`src/logic/rail_ctrl_pkg.sv`:
```
// shared constants and types for the core rail state and thermal slice
// assumes one clock domain (clk_sys, 100 MHz) and synchronous low reset
package rail_ctrl_pkg;
	// power states
	typedef enum logic [1:0] {
		full_phase_state,
		single_phase_ccm_state,
		single_phase_emulation_state
	} power_state_t;

	// power-state command encoding carried with the command strobe
	localparam logic [1:0] PS_CODE_FULL = 2'h0;
	localparam logic [1:0] PS_CODE_CCM  = 2'h1;
	localparam logic [1:0] PS_CODE_EMUL = 2'h2;

	// thermometer code: thresholds in millivolts, bit 0 lowest
	localparam int THERM_BITS     = 8;
	localparam int THERM_BASE_MV  = 1460;
	localparam int THERM_TOP_MV   = 1845;
	localparam int THERM_STEP_MV  = 55;
	localparam int ALERT_SET_BIT  = 6;
	localparam int ALERT_CLR_BIT  = 5;
	localparam int HOT_SET_BIT    = 7;
	localparam int HOT_CLR_BIT    = 6;
	// offset pin enable threshold in millivolts
	localparam logic [11:0] OFFSET_EN_MV = 12'h258;
	// boost current codes in microamps
	localparam logic [3:0] BOOST_FAST_UA = 4'h8;
	localparam logic [3:0] BOOST_SLOW_UA = 4'h2;
	localparam logic [3:0] BOOST_NONE_UA = 4'h0;
	// on-time trim limits per phase
	localparam logic [3:0] TRIM_ZERO = 4'h0;
	localparam int NUM_PHASES = 3;
	// status register thermal flag position
	localparam int STATUS_THERM_BIT = 1;

	// voltage command from the serial link
	typedef struct packed {
		logic       valid;
		logic       fast;   // 1 fast slew, 0 slow slew
		logic       up;     // target above present output
	} volt_cmd_t;

	// per-phase drive: pulse level and enable (0 means high impedance)
	typedef struct packed {
		logic pulse;
		logic en;
	} phase_drv_t;
endpackage

```
`src/logic/phase_balance.sv`:
```
// per-phase on-time trim from current imbalance against the mean
// assumes current samples arrive synchronised on clk_sys
module phase_balance
	import rail_ctrl_pkg::*;
(
	input  wire logic        clk_sys,
	input  wire logic        rstn,
	input  wire logic [2:0]  phase_active,
	input  wire logic [29:0] phase_cur,
	output logic [2:0]       trim_shorter,
	output logic [2:0]       trim_longer
);
	import rail_ctrl_pkg::*;

	logic [11:0] sum;
	logic [11:0] avg;
	logic [1:0]  cnt;

	// average over active phases only
	always_comb begin
		sum = 12'h000;
		cnt = 2'h0;
		for (int i = 0; i < NUM_PHASES; i++) begin
			if (phase_active[i]) begin
				sum = sum + 12'(phase_cur[i*10 +: 10]);
				cnt = cnt + 2'h1;
			end
		end
		avg = (cnt == 2'h0) ? 12'h000 : sum / 12'(cnt);
	end

	// shorten phases above average, lengthen those below
	always_ff @(posedge clk_sys) begin
		if (!rstn) begin
			trim_shorter <= 3'h0;
			trim_longer  <= 3'h0;
		end else begin
			for (int i = 0; i < NUM_PHASES; i++) begin
				trim_shorter[i] <= phase_active[i]
					&& (12'(phase_cur[i*10 +: 10]) > avg);
				trim_longer[i]  <= phase_active[i]
					&& (12'(phase_cur[i*10 +: 10]) < avg);
			end
		end
	end
endmodule // phase_balance

```
`src/logic/rail_ctrl.sv`:
```
// core rail power-state control, phase gating, boost current, thermal code
// assumes command strobes come from the serial link decoder on clk_sys
// and the sampled pin values come from converters outside this clock
//
// Overview of operation
// - After reset the rail runs in the full-phase state with all phases.
// - A power-state command changes the state at once.
// - In single-phase ccm only phase 1 switches; phases 2 and 3 float.
// - In emulation state phase 1 runs diode emulation; 2 and 3 float.
// - A voltage command forces the full-phase state with all phases.
// - After the target is reached the old request stays discarded.
// - The offset enable is latched on the third clock after reset release if pin above 0.6V.
// - Upward moves source 8uA when fast and 2uA when slow.
// - Downward moves source no boost current.
// - The emulation state selects the alternative ramp setting.
// - Phases above the mean are shortened, below are lengthened.
// - The sense voltage is coded from 1.46V to 1.845V in 55mV steps.
// - Each code bit is set while the voltage is at or above its threshold.
// - Bit 6 asserts alert and status bit 1 until bit 5 clears.
// - Bit 7 drives the hot line low until bit 6 clears.
// - Status bit 1 follows the alert directly and is not latched.
module rail_ctrl
	import rail_ctrl_pkg::*;
(
	input  wire logic                    clk_sys,
	input  wire logic                    rstn,
	input  wire logic                    power_state_command,
	input  wire logic [1:0]              ps_code,
	input  wire rail_ctrl_pkg::volt_cmd_t voltage_target_command,
	input  wire logic                    target_reached,
	input  wire logic [11:0]             offset_pin_mv,
	input  wire logic [11:0]             thermal_sense_pin_mv,
	input  wire logic [2:0]              pwm_req,
	input  wire logic [29:0]             phase_cur,
	output rail_ctrl_pkg::power_state_t  power_state,
	output rail_ctrl_pkg::phase_drv_t [2:0] phase_drv,
	output logic                         diode_emulation,
	output logic                         alt_ramp,
	output logic                         offset_enable,
	output logic [3:0]                   transition_boost_pin_ua,
	output logic [7:0]                   thermal_band_code,
	output logic [7:0]                   status_one,
	output logic                         alert_o,
	output logic                         alert_oe,
	output logic                         hot_indicator_o,
	output logic                         hot_indicator_oe,
	output logic [2:0]                   trim_shorter,
	output logic [2:0]                   trim_longer
);
	import rail_ctrl_pkg::*;

	power_state_t state_ff;
	power_state_t nxt_state;
	logic [11:0]  ofs_s1_ff;
	logic [11:0]  ofs_s2_ff;
	logic [11:0]  thermal_sense_pin_s1_ff;
	logic [11:0]  thermal_sense_pin_s2_ff;
	logic [2:0]   rst_age_ff;
	logic         ofs_en_ff;
	logic         in_trans_ff;
	logic         trans_up_ff;
	logic         trans_fast_ff;
	logic [3:0]   boost_ff;
	logic [2:0]   pwm_ff;
	logic [2:0]   active;
	logic         alert_low;
	logic         hot_low;

	// map a command code to a state; unknown codes mean full phase
	function automatic power_state_t decode_ps(input logic [1:0] code);
		case (code)
			PS_CODE_CCM:  decode_ps = single_phase_ccm_state;
			PS_CODE_EMUL: decode_ps = single_phase_emulation_state;
			default:      decode_ps = full_phase_state;
		endcase
	endfunction

	// two-stage synchronisers for converter samples from the pins
	always_ff @(posedge clk_sys) begin
		if (!rstn) begin
			ofs_s1_ff  <= 12'h000;
			ofs_s2_ff  <= 12'h000;
			thermal_sense_pin_s1_ff <= 12'h000;
			thermal_sense_pin_s2_ff <= 12'h000;
		end else begin
			ofs_s1_ff  <= offset_pin_mv;
			ofs_s2_ff  <= ofs_s1_ff;
			thermal_sense_pin_s1_ff <= thermal_sense_pin_mv;
			thermal_sense_pin_s2_ff <= thermal_sense_pin_s1_ff;
		end
	end

	// next state: voltage command has priority over power-state command
	always_comb begin
		nxt_state = state_ff;
		if (voltage_target_command.valid) begin
			nxt_state = full_phase_state;
		end else if (power_state_command) begin
			nxt_state = decode_ps(ps_code);
		end
	end

	// state register, only commands move it
	always_ff @(posedge clk_sys) begin
		if (!rstn) begin
			state_ff <= full_phase_state;
		end else begin
			state_ff <= nxt_state;
		end
	end

	// count cycles after reset release so the strap sees settled samples
	always_ff @(posedge clk_sys) begin
		if (!rstn) begin
			rst_age_ff <= 3'h0;
		end else if (rst_age_ff != 3'h3) begin
			rst_age_ff <= rst_age_ff + 3'h1;
		end
	end

	// offset enable latched once, after the synchroniser fills
	always_ff @(posedge clk_sys) begin
		if (!rstn) begin
			ofs_en_ff <= 1'b0;
		end else if (rst_age_ff == 3'h2) begin
			ofs_en_ff <= (ofs_s2_ff > OFFSET_EN_MV);
		end
	end

	// track a voltage transition until the target is reached
	always_ff @(posedge clk_sys) begin
		if (!rstn) begin
			in_trans_ff   <= 1'b0;
			trans_up_ff   <= 1'b0;
			trans_fast_ff <= 1'b0;
		end else if (voltage_target_command.valid) begin
			in_trans_ff   <= 1'b1;
			trans_up_ff   <= voltage_target_command.up;
			trans_fast_ff <= voltage_target_command.fast;
		end else if (target_reached) begin
			in_trans_ff   <= 1'b0;
		end
	end

	// boost current only while rising
	always_ff @(posedge clk_sys) begin
		if (!rstn) begin
			boost_ff <= BOOST_NONE_UA;
		end else if (in_trans_ff && trans_up_ff) begin
			boost_ff <= trans_fast_ff ? BOOST_FAST_UA : BOOST_SLOW_UA;
		end else begin
			boost_ff <= BOOST_NONE_UA;
		end
	end

	// phase enables by state
	always_comb begin
		case (state_ff)
			full_phase_state: active = 3'h7;
			single_phase_ccm_state: active = 3'h1;
			single_phase_emulation_state: active = 3'h1;
			default: active = 3'h7;
		endcase
	end

	// registered pulse levels, floated phases held low
	always_ff @(posedge clk_sys) begin
		if (!rstn) begin
			pwm_ff <= 3'h0;
		end else begin
			pwm_ff <= pwm_req & active;
		end
	end

	// drive structures: enable low is high impedance
	always_comb begin
		for (int i = 0; i < NUM_PHASES; i++) begin
			phase_drv[i].pulse = pwm_ff[i];
			phase_drv[i].en    = active[i];
		end
	end

	// mode outputs
	assign power_state     = state_ff;
	assign diode_emulation = (state_ff == single_phase_emulation_state);
	assign alt_ramp        = (state_ff == single_phase_emulation_state);
	assign offset_enable   = ofs_en_ff;
	assign transition_boost_pin_ua = boost_ff;

	thermal_code u_thermal (
		.clk_sys           (clk_sys),
		.rstn              (rstn),
		.therm_mv          (thermal_sense_pin_s2_ff),
		.thermal_band_code (thermal_band_code),
		.alert_low         (alert_low),
		.hot_low           (hot_low)
	);

	phase_balance u_balance (
		.clk_sys      (clk_sys),
		.rstn         (rstn),
		.phase_active (active),
		.phase_cur    (phase_cur),
		.trim_shorter (trim_shorter),
		.trim_longer  (trim_longer)
	);

	// status bit 1 follows the alert level, no latch
	always_comb begin
		status_one = 8'h00;
		status_one[STATUS_THERM_BIT] = ~alert_low;
	end

	// open-drain lines: drive low when asserted, otherwise release
	assign alert_o          = 1'b0;
	assign alert_oe         = ~alert_low;
	assign hot_indicator_o  = 1'b0;
	assign hot_indicator_oe = ~hot_low;
endmodule // rail_ctrl

```
`src/logic/thermal_code.sv`:
```
// thermometer encoder for the sensed temperature voltage with alert/hot
// assumes therm_mv is already synchronised sample data on clk_sys
module thermal_code
	import rail_ctrl_pkg::*;
(
	input  wire logic        clk_sys,
	input  wire logic        rstn,
	input  wire logic [11:0] therm_mv,
	output logic [7:0]       thermal_band_code,
	output logic             alert_low,
	output logic             hot_low
);
	import rail_ctrl_pkg::*;

	logic [7:0] nxt_code;
	logic       alert_ff;
	logic       hot_ff;

	// threshold of each bit, base plus step per position
	function automatic logic [11:0] thr(input int idx);
		thr = 12'(THERM_BASE_MV + idx * THERM_STEP_MV);
	endfunction

	// compare against each threshold
	always_comb begin
		for (int i = 0; i < THERM_BITS; i++) begin
			nxt_code[i] = (therm_mv >= thr(i));
		end
	end

	// code register
	always_ff @(posedge clk_sys) begin
		if (!rstn) begin
			thermal_band_code <= 8'h00;
		end else begin
			thermal_band_code <= nxt_code;
		end
	end

	// alert hysteresis: set on bit 6, release on bit 5 clear
	always_ff @(posedge clk_sys) begin
		if (!rstn) begin
			alert_ff <= 1'b0;
		end else if (thermal_band_code[ALERT_SET_BIT]) begin
			alert_ff <= 1'b1;
		end else if (!thermal_band_code[ALERT_CLR_BIT]) begin
			alert_ff <= 1'b0;
		end
	end

	// hot indicator: set on bit 7, release on bit 6 clear
	always_ff @(posedge clk_sys) begin
		if (!rstn) begin
			hot_ff <= 1'b0;
		end else if (thermal_band_code[HOT_SET_BIT]) begin
			hot_ff <= 1'b1;
		end else if (!thermal_band_code[HOT_CLR_BIT]) begin
			hot_ff <= 1'b0;
		end
	end

	assign alert_low = ~alert_ff;
	assign hot_low   = ~hot_ff;
endmodule // thermal_code

```
`config.mk`:
```
export PLATFORM = sky130hd
export DESIGN_NAME = rail_ctrl
export DESIGN_NICKNAME = d
export VERILOG_FILES = /design/src/logic/rail_ctrl_pkg.sv /design/src/logic/phase_balance.sv /design/src/logic/rail_ctrl.sv /design/src/logic/thermal_code.sv
export SDC_FILE = /design/constraint.sdc
export NUM_CORES = 1
export LEC_CHECK = 0
export BUFFER_PORTS_ARGS = -buffer_cell sky130_fd_sc_hd__buf_2
export CAP_MARGIN = 20
export CORE_MARGIN = 3
export CORE_UTILIZATION = 50
export DETAILED_ROUTE_END_ITERATION = 8
export PLACE_DENSITY = 0.82
export SLEW_MARGIN = 20
export SYNTH_ARGS = -nofsm -noshare
export SYNTH_HDL_FRONTEND = slang
export SYNTH_SLANG_ARGS = --single-unit
```
`constraint.sdc`:
```
create_clock -name clk_sys -period 22.3 [get_ports clk_sys]
set_input_delay 1.115 -clock clk_sys [delete_from_list [all_inputs] [get_ports clk_sys]]
set_output_delay 1.115 -clock clk_sys [all_outputs]
set_load 0.1 [all_outputs]
```
; ---- After elaboration in Yosys (flattened, before gate mapping)
; Cells that the tools add are included.
[totals]
elab_cells = 76
out_inout_bits = 41
regBits = 80
[classes]
addsub = 5
mux = 16
eq_ne = 8
bitwise_logic = 2
n_div = 1
reduce_logical = 12
n_lt_le_gt_ge = 15
[ops]
columns = op, n
row1 = $ge 12x11->1 const B, 8
row2 = $gt 10x12->1, 3
row3 = $lt 10x12->1, 3
row4 = $mux 12, 3
row5 = $add 12x10->12, 1
row6 = $div 12x2->12, 1
row7 = $gt 12x10->1 const B, 1
row8 = $add 10x10->11, 1
row9 = $mux 10, 1
row10 = $logic_and 1x1->1, 7
row11 = $mux 1, 7
row12 = $eq 2x1->1 const B, 2
row13 = $eq 2x2->1 const B, 2
row14 = $mux 2, 2
row15 = $mux 4, 1
row16 = $ne 2x1->1 const B, 2
row17 = $pmux 2 s2, 1
row18 = $reduce_or 2->1, 2
row19 = $add 3x1->3 const B, 1
row20 = $and 3x3->3, 1
row21 = $eq 3x2->1 const B, 1
row22 = $mux 3, 1
row23 = $ne 3x2->1 const B, 1
row24 = $add 1x1->2 const B, 1
row25 = other kinds (5), 5

; ---- Longest topological paths before layout
; Gate-level depths: netlist of the first run.
[depth]
word_depth = 12
mapped_depth = 108

; ---- Hierarchy
; From an unflattened synthesis of the first run, not the netlist that was laid out.
[hier_totals]
cells_unflattened = 904
area_unflattened_um2 = 7155.6
[by_module_without_submodules]
columns = mod, n_inst, cells_per_inst, area_per_inst_um2
row1 = phase_balance, 1, 676, 4724.5
row2 = rail_ctrl, 1, 180, 1990.7
row3 = thermal_code, 1, 48, 440.4

; ---- Worst setup path before layout of the first run
; No wires, ideal clock.
[synth_path]
path_kind = register to register
start = reg state_ff[0], in the netlist power_state[0]
end = reg u_balance.trim_longer[2]
n_path_buf = 8
setup_slack_ps = 2034
arrival_time_ps = 20150
stages_incl_launch_ff = 101
t_required_ps = 22184
setup_time_ps = 116
path_cell_list = dfxtp_1 > inv_1 > ha_1 > clkbuf_1 > clkbuf_1 > clkbuf_1 > clkbuf_1 > a21o_1 > ha_1 > a21o_1 > a31o_2 > o21ai_1 > a2bb2oi_1 > nand2_1 > inv_1 > ha_1 > clkbuf_1 > or4_1 > [... 65 more ...] > nor3_2 > xnor2_1 > ha_1 > a21oi_1 > o211ai_1 > nor3_1 > nand3_1 > a21oi_1 > nand4_1 > ha_1 > nor2b_1 > o21ai_0 > nand2b_1 > a21oi_1 > o31ai_1 > o21a_1 > o21ai_0 > nor2b_1
[synth_lines]
columns = item, line_no
row1 = start: declaration, rail_ctrl.sv:52  ; power_state_t state_ff;
row2 = start signal: assignment, rail_ctrl.sv:106  ; state_ff <= full_phase_state;
row3 = start signal: assignment, rail_ctrl.sv:108  ; state_ff <= nxt_state;
row4 = end signal: indexed assignment, phase_balance.sv:41  ; trim_longer[i] <= phase_active[i]
row5 = end: declaration, phase_balance.sv:11  ; output logic [2:0] trim_longer

; ---- Final worst setup path of the first run
[layout_path]
start = in phase_cur[0]
end = reg u_balance.trim_shorter[2]
[layout_via]
elab_chain_len = 9
[layout_lines]
columns = item, line_no
row1 = start: declaration, rail_ctrl.sv:34  ; input wire logic [29:0] phase_cur,
row2 = $mux 10 (*), phase_balance.sv:24  ; if (phase_active[i]) begin
row3 = $add 10x10->11, phase_balance.sv:25  ; sum = sum + 12'(phase_cur[i*10 +: 10]);
row4 = $mux 12 (*), phase_balance.sv:24
row5 = $add 12x10->12, phase_balance.sv:25
row6 = $mux 12 (*), phase_balance.sv:24
row7 = $div 12x2->12 (*), phase_balance.sv:29  ; avg = (cnt == 2'h0) ? 12'h000 : sum / 12'(cnt);
row8 = $mux 12 (*), phase_balance.sv:29
row9 = $gt 10x12->1 (*), phase_balance.sv:40  ; && (12'(phase_cur[i*10 +: 10]) > avg);
row10 = $logic_and 1x1->1 (*), phase_balance.sv:40
row11 = end signal: indexed assignment, phase_balance.sv:39  ; trim_shorter[i] <= phase_active[i]
row12 = end: declaration, phase_balance.sv:10  ; output logic [2:0] trim_shorter,
; Every way passes the cells marked *; elsewhere a longest branch is shown, timed or not.
; A chain may end at the register's enable or synchronous reset.

==> results of run 1 <==
[per-layer routing]
layer  vias up  GRT usage, %
met3        44          3.95
li1       3176             -
met4         0          6.79
met2       267          37.8
met1      2885          31.7
met5         -             0
[flip-flops by register name (all words and copies together), names as in the netlist]
register,cells
offset_enable,1
u_thermal.thermal_band_code,8
in_trans_ff,1
transition_boost_pin_ua,2
power_state,2
trans_up_ff,1
thermal_sense_pin_s2_ff,12
u_balance.trim_longer,3
ofs_s1_ff,12
ofs_s2_ff,12
u_balance.trim_shorter,3
rst_age_ff,3
pwm_ff,3
thermal_sense_pin_s1_ff,12
u_thermal.hot_ff,1
trans_fast_ff,1
u_thermal.alert_ff,1
[final timing paths]
kind / to / slack, ps / depth (start not counted)
min: thermal_sense_pin_s2_ff[5] / 430 / 1
min reg2reg: thermal_sense_pin_s2_ff[5] / 430 / 1
max: u_balance.trim_shorter[2] / 1540 / 100
max reg2reg: u_balance.trim_shorter[2] / 2450 / 93
[synth_stat cells, types with 6 or more instances]
cell type  instances
dfxtp_1           78
ha_1              66
nor2_1            66
a21oi_1           59
and2_1            59
nand2_1           55
o21ai_0           39
inv_1             30
xnor2_1           26
a21o_1            22
nand3_1           21
nor3_1            20
nor2b_1           19
buf_4             16
clkbuf_1          14
xor2_1            14
mux2i_1           11
a211oi_1          10
nand4_1           10
o21a_1            10
and3_1             9
o21bai_1           9
nand2b_1           8
o31a_1             8
a31oi_1            7
mux2_2             7
o211ai_1           7
o21ai_1            7
o31ai_1            7
a211o_1            6
[critical path, delay by kind of cell]
| family | cells | cell delay (ps) |
|---|---|---|
| compound gates | 30 | 5760 |
| xor+xnor | 7 | 1270 |
| fa+ha+maj | 16 | 4760 |
| buf+inv | 6 | 650 |
| mux | 2 | 460 |
| simple gates | 39 | 6960 |
[cell families after synthesis]
| family | count (synthesis) |
|---|---|
| AO/OA/AOI/OAI | 240 |
| XOR/XNOR | 41 |
| adder cells (fa/ha/maj) | 69 |
| buffers and inverters | 67 |
| flip-flops | 78 |
| multiplexers | 21 |
| other | 2 |
| AND/OR/NAND/NOR | 307 |
[cells in the final DEF, fill, tap and decap left out, types with 10 or more instances in the layout]
cell type,instances
mux2i_1,11
nor2_1,63
buf_2,94
ha_1,65
o21ai_0,38
buf_4,10
inv_1,30
nand4_1,10
nand3_1,21
o21a_1,10
conb_1,12
and2_1,59
xor2_1,14
a21o_1,22
nor3_1,20
a21oi_1,57
nand2_1,55
xnor2_1,23
dfxtp_1,78
nor2b_1,18
[final cells by class]
cell class / instances / area (sq um) / area share [%]
Clock buffer: 11 / 243 / 3.14
Sequential cell: 78 / 1560 / 20.2
Clock inverter: 5 / 33.8 / 0.438
Multi-Input combinational cell: 690 / 4990 / 64.7
Timing Repair Buffer: 104 / 546 / 7.07
Inverter: 33 / 128 / 1.65
Tap cell: 172 / 215 / 2.79
[metrics by stage]
step	area [sq um]	TNS (ps)	util (%)
final	7720	0	59.9
after floorplan	6760	0	-
after CTS	7530	0	58.5
after global placement	7250	0	56.3
after global routing	7720	-164	59.9
after detailed placement	7250	-2.58	56.3
[what timing repair did]
| item | 4_1_cts | 5_1_grt |
|---|---|---|
| setup buffers | 0 | 9 |
| gates resized for setup | 0 | 25 |
| endpoints found under the setup margin | 0 | 6 |
==> results.md, run 1 <==
* Met2 wire len at 7820 um
* Clock Tree Buf Depth at 2
* Clock slew at reported path FFs at approximately 60 ps
* Root Buffer: clkbuf_16
* Initial antenna violation count at 0
* Die Span X at 122 um
* Final WL at between 15000 and 20000 um
* Clock sink count at 78
* CTS tree: yes
* Die area at 0.0149 sq mm
* Layout cells sized above 1 at 19.7%
* Status: finished, final reports clean
* DRC violation count after routing at 0
* # IOs at 107
* CP max-delay cell: or4_1
* CTS buffer count at 9
* Cts hold-fix bufs at 0
* Setup Crit Path Kind: primary input to flop
* Area leader, netlist: dfxtp_1
* Tmin final at 20760 ps
* Vias in the first global route at ~6000
* Met3 WL at between 1000 and 1500 um
* Post-synthesis xor/xnor area fraction at 5.46%
* Vias per inst at just under 6
* Crit Path Max Fanout at 10
* Pre-Repair DR Iteration Count at 5
* Post-synthesis mux area share at 3.46%
* Post-Syn Area at 0.00672 sq mm
* Final worst slack at 1540 ps
* Slew Limit Fails at 0
* Met1 Routed Length at 7720 um
* Antenna-violating nets left at 0
* Period Utilization, post-route at 93.1%
* Crit path largest cell delay at 510 ps
* First-pass GRT wire length at 28600 um
* Mapped Cells at 825
* Routed via count at between 6000 and 7000
* Pin count of the biggest net entering global routing at 59
* Fraction of registers with async set/reset at 0%
* Main synth FF type: dfxtp_1
* # nets final at roughly 1100
* Setup crit start: phase_cur[0]
* Reg2reg start: power_state[0]
* Crit path top cell by count: ha_1
* H-tree depth at 3
* Slew of the pin with the lowest slew margin at 1130 ps
* Area grow syn2layout at 14.9%
* YS warnings at 0
* Post-Place Worst Slack at -2.58 ps
* Core area at 0.0129 sq mm
* Final setup viols at 0
* Skew-Pair Late Insertion Delay at between 300 and 400 ps
* Routability congestion estimate at between 0.9 and 1
* Congestion Overflow GR at 0
* Detail Placement HPWL at between 10000 and 15000 um
* WP data required at 22540 ps
* Top-area cell type share of the netlist area at 23.2%
* Final Hold Viols at 0
* Synth Register Bits at between 70 and 80
* Distinct cells, synth at 87
* Complex-gate fraction of the synthesized area at 25.2%
* Hold Crit Class: flop to flop
* Max-Cap Viols at 0
* Top layer reached by signal wires: met4
* Drt wl/cell at 15.8 um
* Max Fclk at between 40 and 50 MHz
* Violation count after the first detailed-route iteration at between 500 and 600
* Placed cell count at ~1100
* CP startpoint kind: primary input
* Synth top area cells: dfxtp_1, ha_1, and2_1
* Final std cells w/o fill at about 1100
* Fillers at 1143
* Crit. End Element: flop
* Main combinational cell family by area after synthesis: compound AO/OA/AOI/OAI gates
* Clock skew at around 5.0 ps
* Row cnt at 41
* Number of synthesized flops with an enable pin at 0
* Simple-Gate Fraction of Synth Area at 24.6%
* GRT Total Usage at 23.2%
* Starting Density at 52.2%
* Port Buf Inserts at 94
* CP arrival at 21000 ps
* Hold WS at 431 ps
* Die Span Y at 122 um
* Seq/Total Area, Yosys at 23.2%
* Normalized max-slew margin at 24.9%
* Hold Startpoint: thermal_sense_pin_s1_ff[5]
* Adder-Cell Fraction of Synth Area at a little over an eighth
* N_diodes at 0
* Syn_area_per_cell at 8.15 sq um
Power of run 1 is not shown: default switching activity piles up to over one toggle a cycle in this logic, so the estimate is an artifact.
==> run 2: changes to the inputs <==
--- a/config.mk
+++ b/config.mk
@@ -7,6 +7,7 @@
 export LEC_CHECK = 0
 export BUFFER_PORTS_ARGS = -buffer_cell sky130_fd_sc_hd__buf_2
 export CAP_MARGIN = 20
+export CORE_ASPECT_RATIO = 1.2
 export CORE_MARGIN = 3
 export CORE_UTILIZATION = 50
 export DETAILED_ROUTE_END_ITERATION = 8
==> run 2 against run 1 <==
Net effect:
- clock skew about the same
- cell count down 1.0%
- sequential share of layout area up 0.076 points
- first-iteration DRC count down 21%
- utilization down 0.30 points
- critical endpoint unchanged
==> results.md, run 2 (synthesis gave the netlist of run 1 again) <==
* Hold Crit Class: flop to flop
* Fillers at 1091 (-4.5%)
* Die area at 0.0149 sq mm (about the same)
* Multi-input logic area at 0.00495 sq mm (-0.90%)
* Slew Limit Fails at 0 (unchanged)
* # IOs at 107 (unchanged)
* CP startpoint kind: primary input
* Layout cells sized above 1 at 18.6% (-1.0 points)
* DRC violation count after routing at 0 (unchanged)
* Worst R2R Setup Slack at 2700 ps (+250 ps)
* Reg-to-Reg End: u_balance.trim_shorter[2]
* Reg2reg start: power_state[0]
* Routed via count at 6427 (+0.86%)
* # nets final at 1049 (-0.19%)
* H-tree depth at 3 (unchanged)
* Clock sink count at 78 (unchanged)
* Status: finished, final reports clean
* Max-Cap Viols at 0 (unchanged)
* Final Hold Viols at 0 (unchanged)
* Root Buffer: clkbuf_16
* CTS tree: yes
* Drt wl/cell at 16.0 um (+1.2%)
* Crit. End Element: flop
* Final setup viols at 0 (unchanged)
* Max Fclk at 48.3 MHz (+0.28%)
* First-pass GRT wire length at 27400 um (-3.9%)
* Row cnt at 45 (+9.8%)
* Final WL at 17300 um (+0.18%)
* Crit path top cell by count: ha_1
* Hold worst-path end: thermal_sense_pin_s2_ff[5]
* Tmin final at 20710 ps (-58.9 ps)
* Starting Density at 52.1% (-0.071 points)
* Skew-Pair Late Insertion Delay at 320 ps (about the same)
* Crit path largest cell delay at 500 ps (about the same)
* Hold Startpoint: thermal_sense_pin_s1_ff[5]
* GRT Total Usage at 21.8% (-1.4 points)
* Clock slew at reported path FFs at 60 ps (about the same)
* Initial antenna violation count at 0 (unchanged)
* Setup Crit Path Kind: primary input to flop
* Core area at 0.0129 sq mm (+0.14%)
* CP arrival at 20940 ps (-60 ps)
* Register-to-Register Path Depth at 99 (+6.5%)
* Vias in the first global route at 6020 (+0.74%)
* Normalized max-slew margin at 33.3% (+8.4 points)
* Worst hold path stage count at 1 (unchanged)
* N_diodes at 0 (unchanged)
* Setup TNS at 0 ps (unchanged)
* Die Span Y at 133 um (+9.1%)
* Sequential Area at 0.00156 sq mm (unchanged)
* Clock skew at 4.85 ps (-0.158 ps)
* Placed cell count at 1063 (-0.47%)
* WP data required at 22540 ps (about the same)
* Port Buf Inserts at 94 (unchanged)
* Die Span X at 112 um (-8.3%)
* Final std cells w/o fill at 1082 (-1.0%)
* Congestion Overflow GR at 0 (unchanged)
* Period Utilization, post-route at 92.9% (-0.26 points)
* Pre-Repair DR Iteration Count at 8 (+3)
* Slew of the pin with the lowest slew margin at 1000 ps (-127 ps)
* Area grow syn2layout at 14.4%
* Pin count of the biggest net entering global routing at 59 (unchanged)
* Violation count after the first detailed-route iteration at 459 (-21%)
* Routability congestion estimate at 0.948 (-3.9%)
* CTS buffer count at 9 (unchanged)
* Clock Tree Buf Depth at 2 (unchanged)
* Crit Path Max Fanout at 10 (unchanged)
* Antenna-violating nets left at 0 (unchanged)
* Commonest non-fill, non-tap cell in the layout: buf_2
* Vias per inst at 5.94 (+1.9%)
* Detail Placement HPWL at 13700 um (+1.1%)
* CP max-delay cell: or4_1
* Commonest cells after routing, fill and taps aside: buf_2, dfxtp_1, ha_1, nor2_1, and2_1
## run 2: changes by cell type in the layout (fill, tap and decap cells not counted), sizes merged
cell      before  now
buf          104  102
clkbuf        11   10
bufinv         0    2
clkinvlp       3    0
clkinv         2    3
## run 2: cell type report
cell class / instances / area share [%]
multi-input cells: 690 / 64.3
inverters: 33 / 1.61
repair buffers: 102 / 6.90
flip-flops and latches: 78 / 20.3
clock buffers: 10 / 3.11
clock inverters: 5 / 1.07
well taps: 164 / 2.67
## run 2: what timing repair did
action / 4_1_cts / 5_1_grt
hold endpoints to repair: 0 / 0
resized for setup: 0 / 16
hold buffers: 0 / 0
buffers inserted: 0 / 4
setup endpoints to repair: 0 / 6
## run 2: metal layers
metal	global-route usage, %	part of all wire (%)
met5	0	0
met4	8.11	3.0
met3	3.16	5.8
met2	38.8	49
met1	26.6	42
## run 2: per-stage QoR
step | area [sq um] | hold slack [ps] | util, % | setup slack [ps]
after detailed placement | 7270 | 417 | 56.4 | 453
final | 7690 | 431 | 59.6 | 1590
after CTS | 7590 | 431 | 58.8 | 751
after global routing | 7690 | 443 | 59.6 | -30.6
after global placement | 7270 | 414 | 56.4 | 962
after floorplan | 6760 | 412 | - | 2030
## run 2: worst max-delay path: cells and delay by family
kind                     cells  cell delay (ps)
multiplexers                 2              450
AO/OA/AOI/OAI               38             6830
XOR/XNOR                     7             1210
AND/OR/NAND/NOR             35             5930
buffers and inverters        9             1240
adder cells (fa/ha/maj)     14             4130
## run 2: worst max-delay path by stage
stage                        start                        end  slack (ps)  cells after the start
floorplan           power_state[0]   u_balance.trim_longer[2]        2030                    100
global placement      phase_cur[1]  u_balance.trim_shorter[2]         960                    103
detailed placement    phase_cur[1]  u_balance.trim_shorter[2]         450                    102
CTS                   phase_cur[1]  u_balance.trim_shorter[2]         750                    103
global route          phase_cur[1]  u_balance.trim_shorter[2]         -30                    105
finish                phase_cur[1]  u_balance.trim_shorter[2]        1590                    105
Power of run 2 is left out for the same reason.
==> run 3: changes to the inputs <==
--- a/config.mk
+++ b/config.mk
@@ -11,8 +11,9 @@
 export CORE_MARGIN = 3
 export CORE_UTILIZATION = 50
 export DETAILED_ROUTE_END_ITERATION = 8
-export PLACE_DENSITY = 0.82
+export PLACE_DENSITY = 0.81
 export SLEW_MARGIN = 20
 export SYNTH_ARGS = -nofsm -noshare
 export SYNTH_HDL_FRONTEND = slang
+export SYNTH_HIERARCHICAL = 1
 export SYNTH_SLANG_ARGS = --single-unit
==> constraint.sdc (replaced) <==
create_clock -name clk_sys -period 23.8 [get_ports clk_sys]
set_input_delay 1.19 -clock clk_sys [delete_from_list [all_inputs] [get_ports clk_sys]]
set_output_delay 1.19 -clock clk_sys [all_outputs]
set_load 0.1 [all_outputs]
==> run 3 against run 2 <==
Net effect:
- final area is 5.8% higher
- critical path depth rose by 2
- sequential cell count stayed put
- highest routed layer unchanged
- largest cell class unchanged
- cell count is 8.3% higher
==> results.md, run 3 <==
* Status: finished, final reports clean
* Post-Syn Area at 0.00716 sq mm (+6.5%)
* Violation count after the first detailed-route iteration at 591 (+29%)
* Top-count cell post-synth: dfxtp_1
* Port Buf Inserts at 94 (unchanged)
* Core area at 0.0139 sq mm (+7.6%)
* Root Buffer: clkbuf_16
* Final worst slack at 1780 ps (+183 ps)
* Multi-input logic area at 0.00539 sq mm (+8.9%)
* Crit. End Element: flop
* YS warnings at 6 (+6)
* Setup crit start: phase_cur[0]
* H-tree depth at 3 (unchanged)
* Clock Tree Buf Depth at 2 (unchanged)
* CTS buffer count at 9 (unchanged)
* Crit path largest cell delay at 450 ps (-50 ps)
* Slew of the pin with the lowest slew margin at 869 ps (-131 ps)
* Clock skew at 9.38 ps (+4.53 ps)
* Distinct cells, synth at 98 (+13%)
* Drt wl/cell at 16.1 um (+0.62%)
* Crit Path Max Fanout at 11 (+1)
* Main synth FF type: dfxtp_1
* First-pass GRT wire length at 29800 um (+8.6%)
* Commonest non-fill, non-tap cell in the layout: buf_2
* Reg2reg start: power_state[0]
* WP data required at 24030 ps (+1490 ps)
* Synth Register Bits at 78 (unchanged)
* Die Span X at 115 um (+3.0%)
* Normalized max-slew margin at 42.0% (+8.7 points)
* Setup Crit Path Kind: primary input to flop
* Hold Crit Class: flop to flop
* Skew-Pair Late Insertion Delay at 330 ps (about the same)
* Final std cells w/o fill at 1172 (+8.3%)
* Syn_area_per_cell at 7.92 sq um (-2.8%)
* Mapped Cells at 904 (+9.6%)
* Final WL at 18900 um (+9.0%)
* GRT Total Usage at 22.9% (+1.1 points)
* Detail Placement HPWL at 14900 um (+9.2%)
* Placed cell count at 1152 (+8.4%)
* Die Span Y at 137 um (+3.0%)
* Synth cell count leaders: dfxtp_1, ha_1, nand2_1, and2_1, nor2_1
* Hold Startpoint: ofs_s1_ff[9]
* Routed via count at 6997 (+8.9%)
* Antenna-violating nets left at 0 (unchanged)
* Final Hold Viols at 0 (unchanged)
* Delay-heaviest family, CP: simple AND/OR/NAND/NOR gates
* Clock sink count at 78 (unchanged)
* Vias in the first global route at 6375 (+5.9%)
* Congestion Overflow GR at 0 (unchanged)
* Number of synthesized flops with an enable pin at 0 (unchanged)
* Vias per inst at 5.97 (+0.51%)
* CP max-delay cell: or4_1
* Fillers at 1201 (+10%)
* Buffers plus inverters on the worst setup path at 7 (-2)
* Initial antenna violation count at 0 (unchanged)
* Max-Cap Viols at 0 (unchanged)
* Area leader, netlist: dfxtp_1
* Final setup viols at 0 (unchanged)
* Commonest cells after routing, fill and taps aside: buf_2, dfxtp_1, ha_1, nand2_1, and2_1
* Layout cells sized above 1 at 18.5% (-0.13 points)
* Fraction of registers with async set/reset at 0% (unchanged)
* Clock slew at reported path FFs at 60 ps (about the same)
* Seq/Total Area, Yosys at 21.8% (-1.4 points)
* Die area at 0.0158 sq mm (+6.2%)
* Row cnt at 47 (+4.4%)
* Max Fclk at 45.4 MHz
* Sequential Area at 0.00156 sq mm (unchanged)
* Cts hold-fix bufs at 0 (unchanged)
* Pin count of the biggest net entering global routing at 70 (+19%)
* Pre-Repair DR Iteration Count at 5 (-3)
* DRC violation count after routing at 0 (unchanged)
* Crit path top cell by count: ha_1
* Slew Limit Fails at 0 (unchanged)
* Synth top area cells: dfxtp_1, ha_1, and2_1
* Area grow syn2layout at 13.7%
* Post-Place Worst Slack at -97.9 ps (-550 ps)
* # nets final at 1140 (+8.7%)
* CP arrival at 22250 ps (+1310 ps)
* Period Utilization, post-route at 92.5%
* Tmin final at 22020 ps
* # IOs at 107 (unchanged)
* Starting Density at 51.6% (-0.56 points)
* CTS tree: yes
* Top-area cell type share of the netlist area at 21.8% (-1.4 points)
* CP startpoint kind: primary input
* Routability congestion estimate at 0.907 (-4.3%)
## run 3: cell types whose count changed after synthesis, moves of 5 or more
cell	delta
a21o_1	-6
inv_1	+5
a22oi_1	+5
nand4_1	+8
or2_2	+7
ha_1	+11
o21a_1	+5
or3_1	+9
and2_1	+11
xnor2_1	-13
o31a_1	-8
nand2_1	+22
## run 3: cell type report
| cell class | count | area share [%] |
|---|---|---|
| inverter | 37 | 1.71 |
| sequential | 78 | 19.2 |
| multi-input combinational | 767 | 66.2 |
| tap | 171 | 2.63 |
| clock inverter | 5 | 0.784 |
| antenna | 1 | 0.0307 |
| clock buffer | 11 | 2.98 |
| timing repair buffer | 102 | 6.52 |
## run 3: path summary, 6_finish.rpt
check / end / cells past startpoint / slack [ps]
setup / recovery: u_balance/trim_shorter[0] / 107 / 1780
hold / removal: ofs_s2_ff[9] / 1 / 430
setup reg to reg: u_balance/trim_shorter[0] / 99 / 2610
hold reg to reg: ofs_s2_ff[9] / 1 / 430
## run 3: kinds of logic after synthesis
| group | count (synthesis) | share of synthesized area (%) |
|---|---|---|
| muxes | 22 | 3.25 |
| buffers and inverters | 76 | 5.02 |
| other | 2 | 0.105 |
| DFF | 78 | 21.8 |
| AOI/OAI and AO/OA | 259 | 25.4 |
| adders and majority gates | 81 | 14.3 |
| xor gates and xnor gates | 23 | 2.82 |
| and+or+nand+nor | 363 | 27.2 |
## run 3: routing by layer
| layer | track usage (%) | vias up | wire length [um] |
|---|---|---|---|
| met5 | 0 | - | 0 |
| met4 | 7.50 | 0 | 516 |
| met3 | 3.36 | 41 | 932 |
| met2 | 40.7 | 229 | 9400 |
| met1 | 28.3 | 3241 | 8050 |
| li1 | - | 3486 | - |
## run 3: repair_timing
item,CTS,global route
hold endpoints to repair,0,0
resized for setup,0,20
setup buffers,0,3
setup endpoints to repair,0,6
## run 3: worst reg2reg max path, delay by kind of cell, from the launching register on
kind,cells,cell delay (ps)
multiplexers,5,1360
AND/OR/NAND/NOR,39,7930
buffers and inverters,6,940
adder cells (fa/ha/maj),15,4760
AO/OA/AOI/OAI,34,5790
flip-flops,1,330
## run 3: through the flow
stage	hold slack (ps)	setup TNS (ps)	instance area [sq um]	util, %
CTS	428	0	8030	57.8
detailed placement	418	-97.9	7720	55.6
global placement	415	0	7720	55.6
floorplan	412	0	7220	-
finish	427	0	8140	58.6
global route	442	-41.5	8140	58.6
Power of run 3 is left out for the same reason.
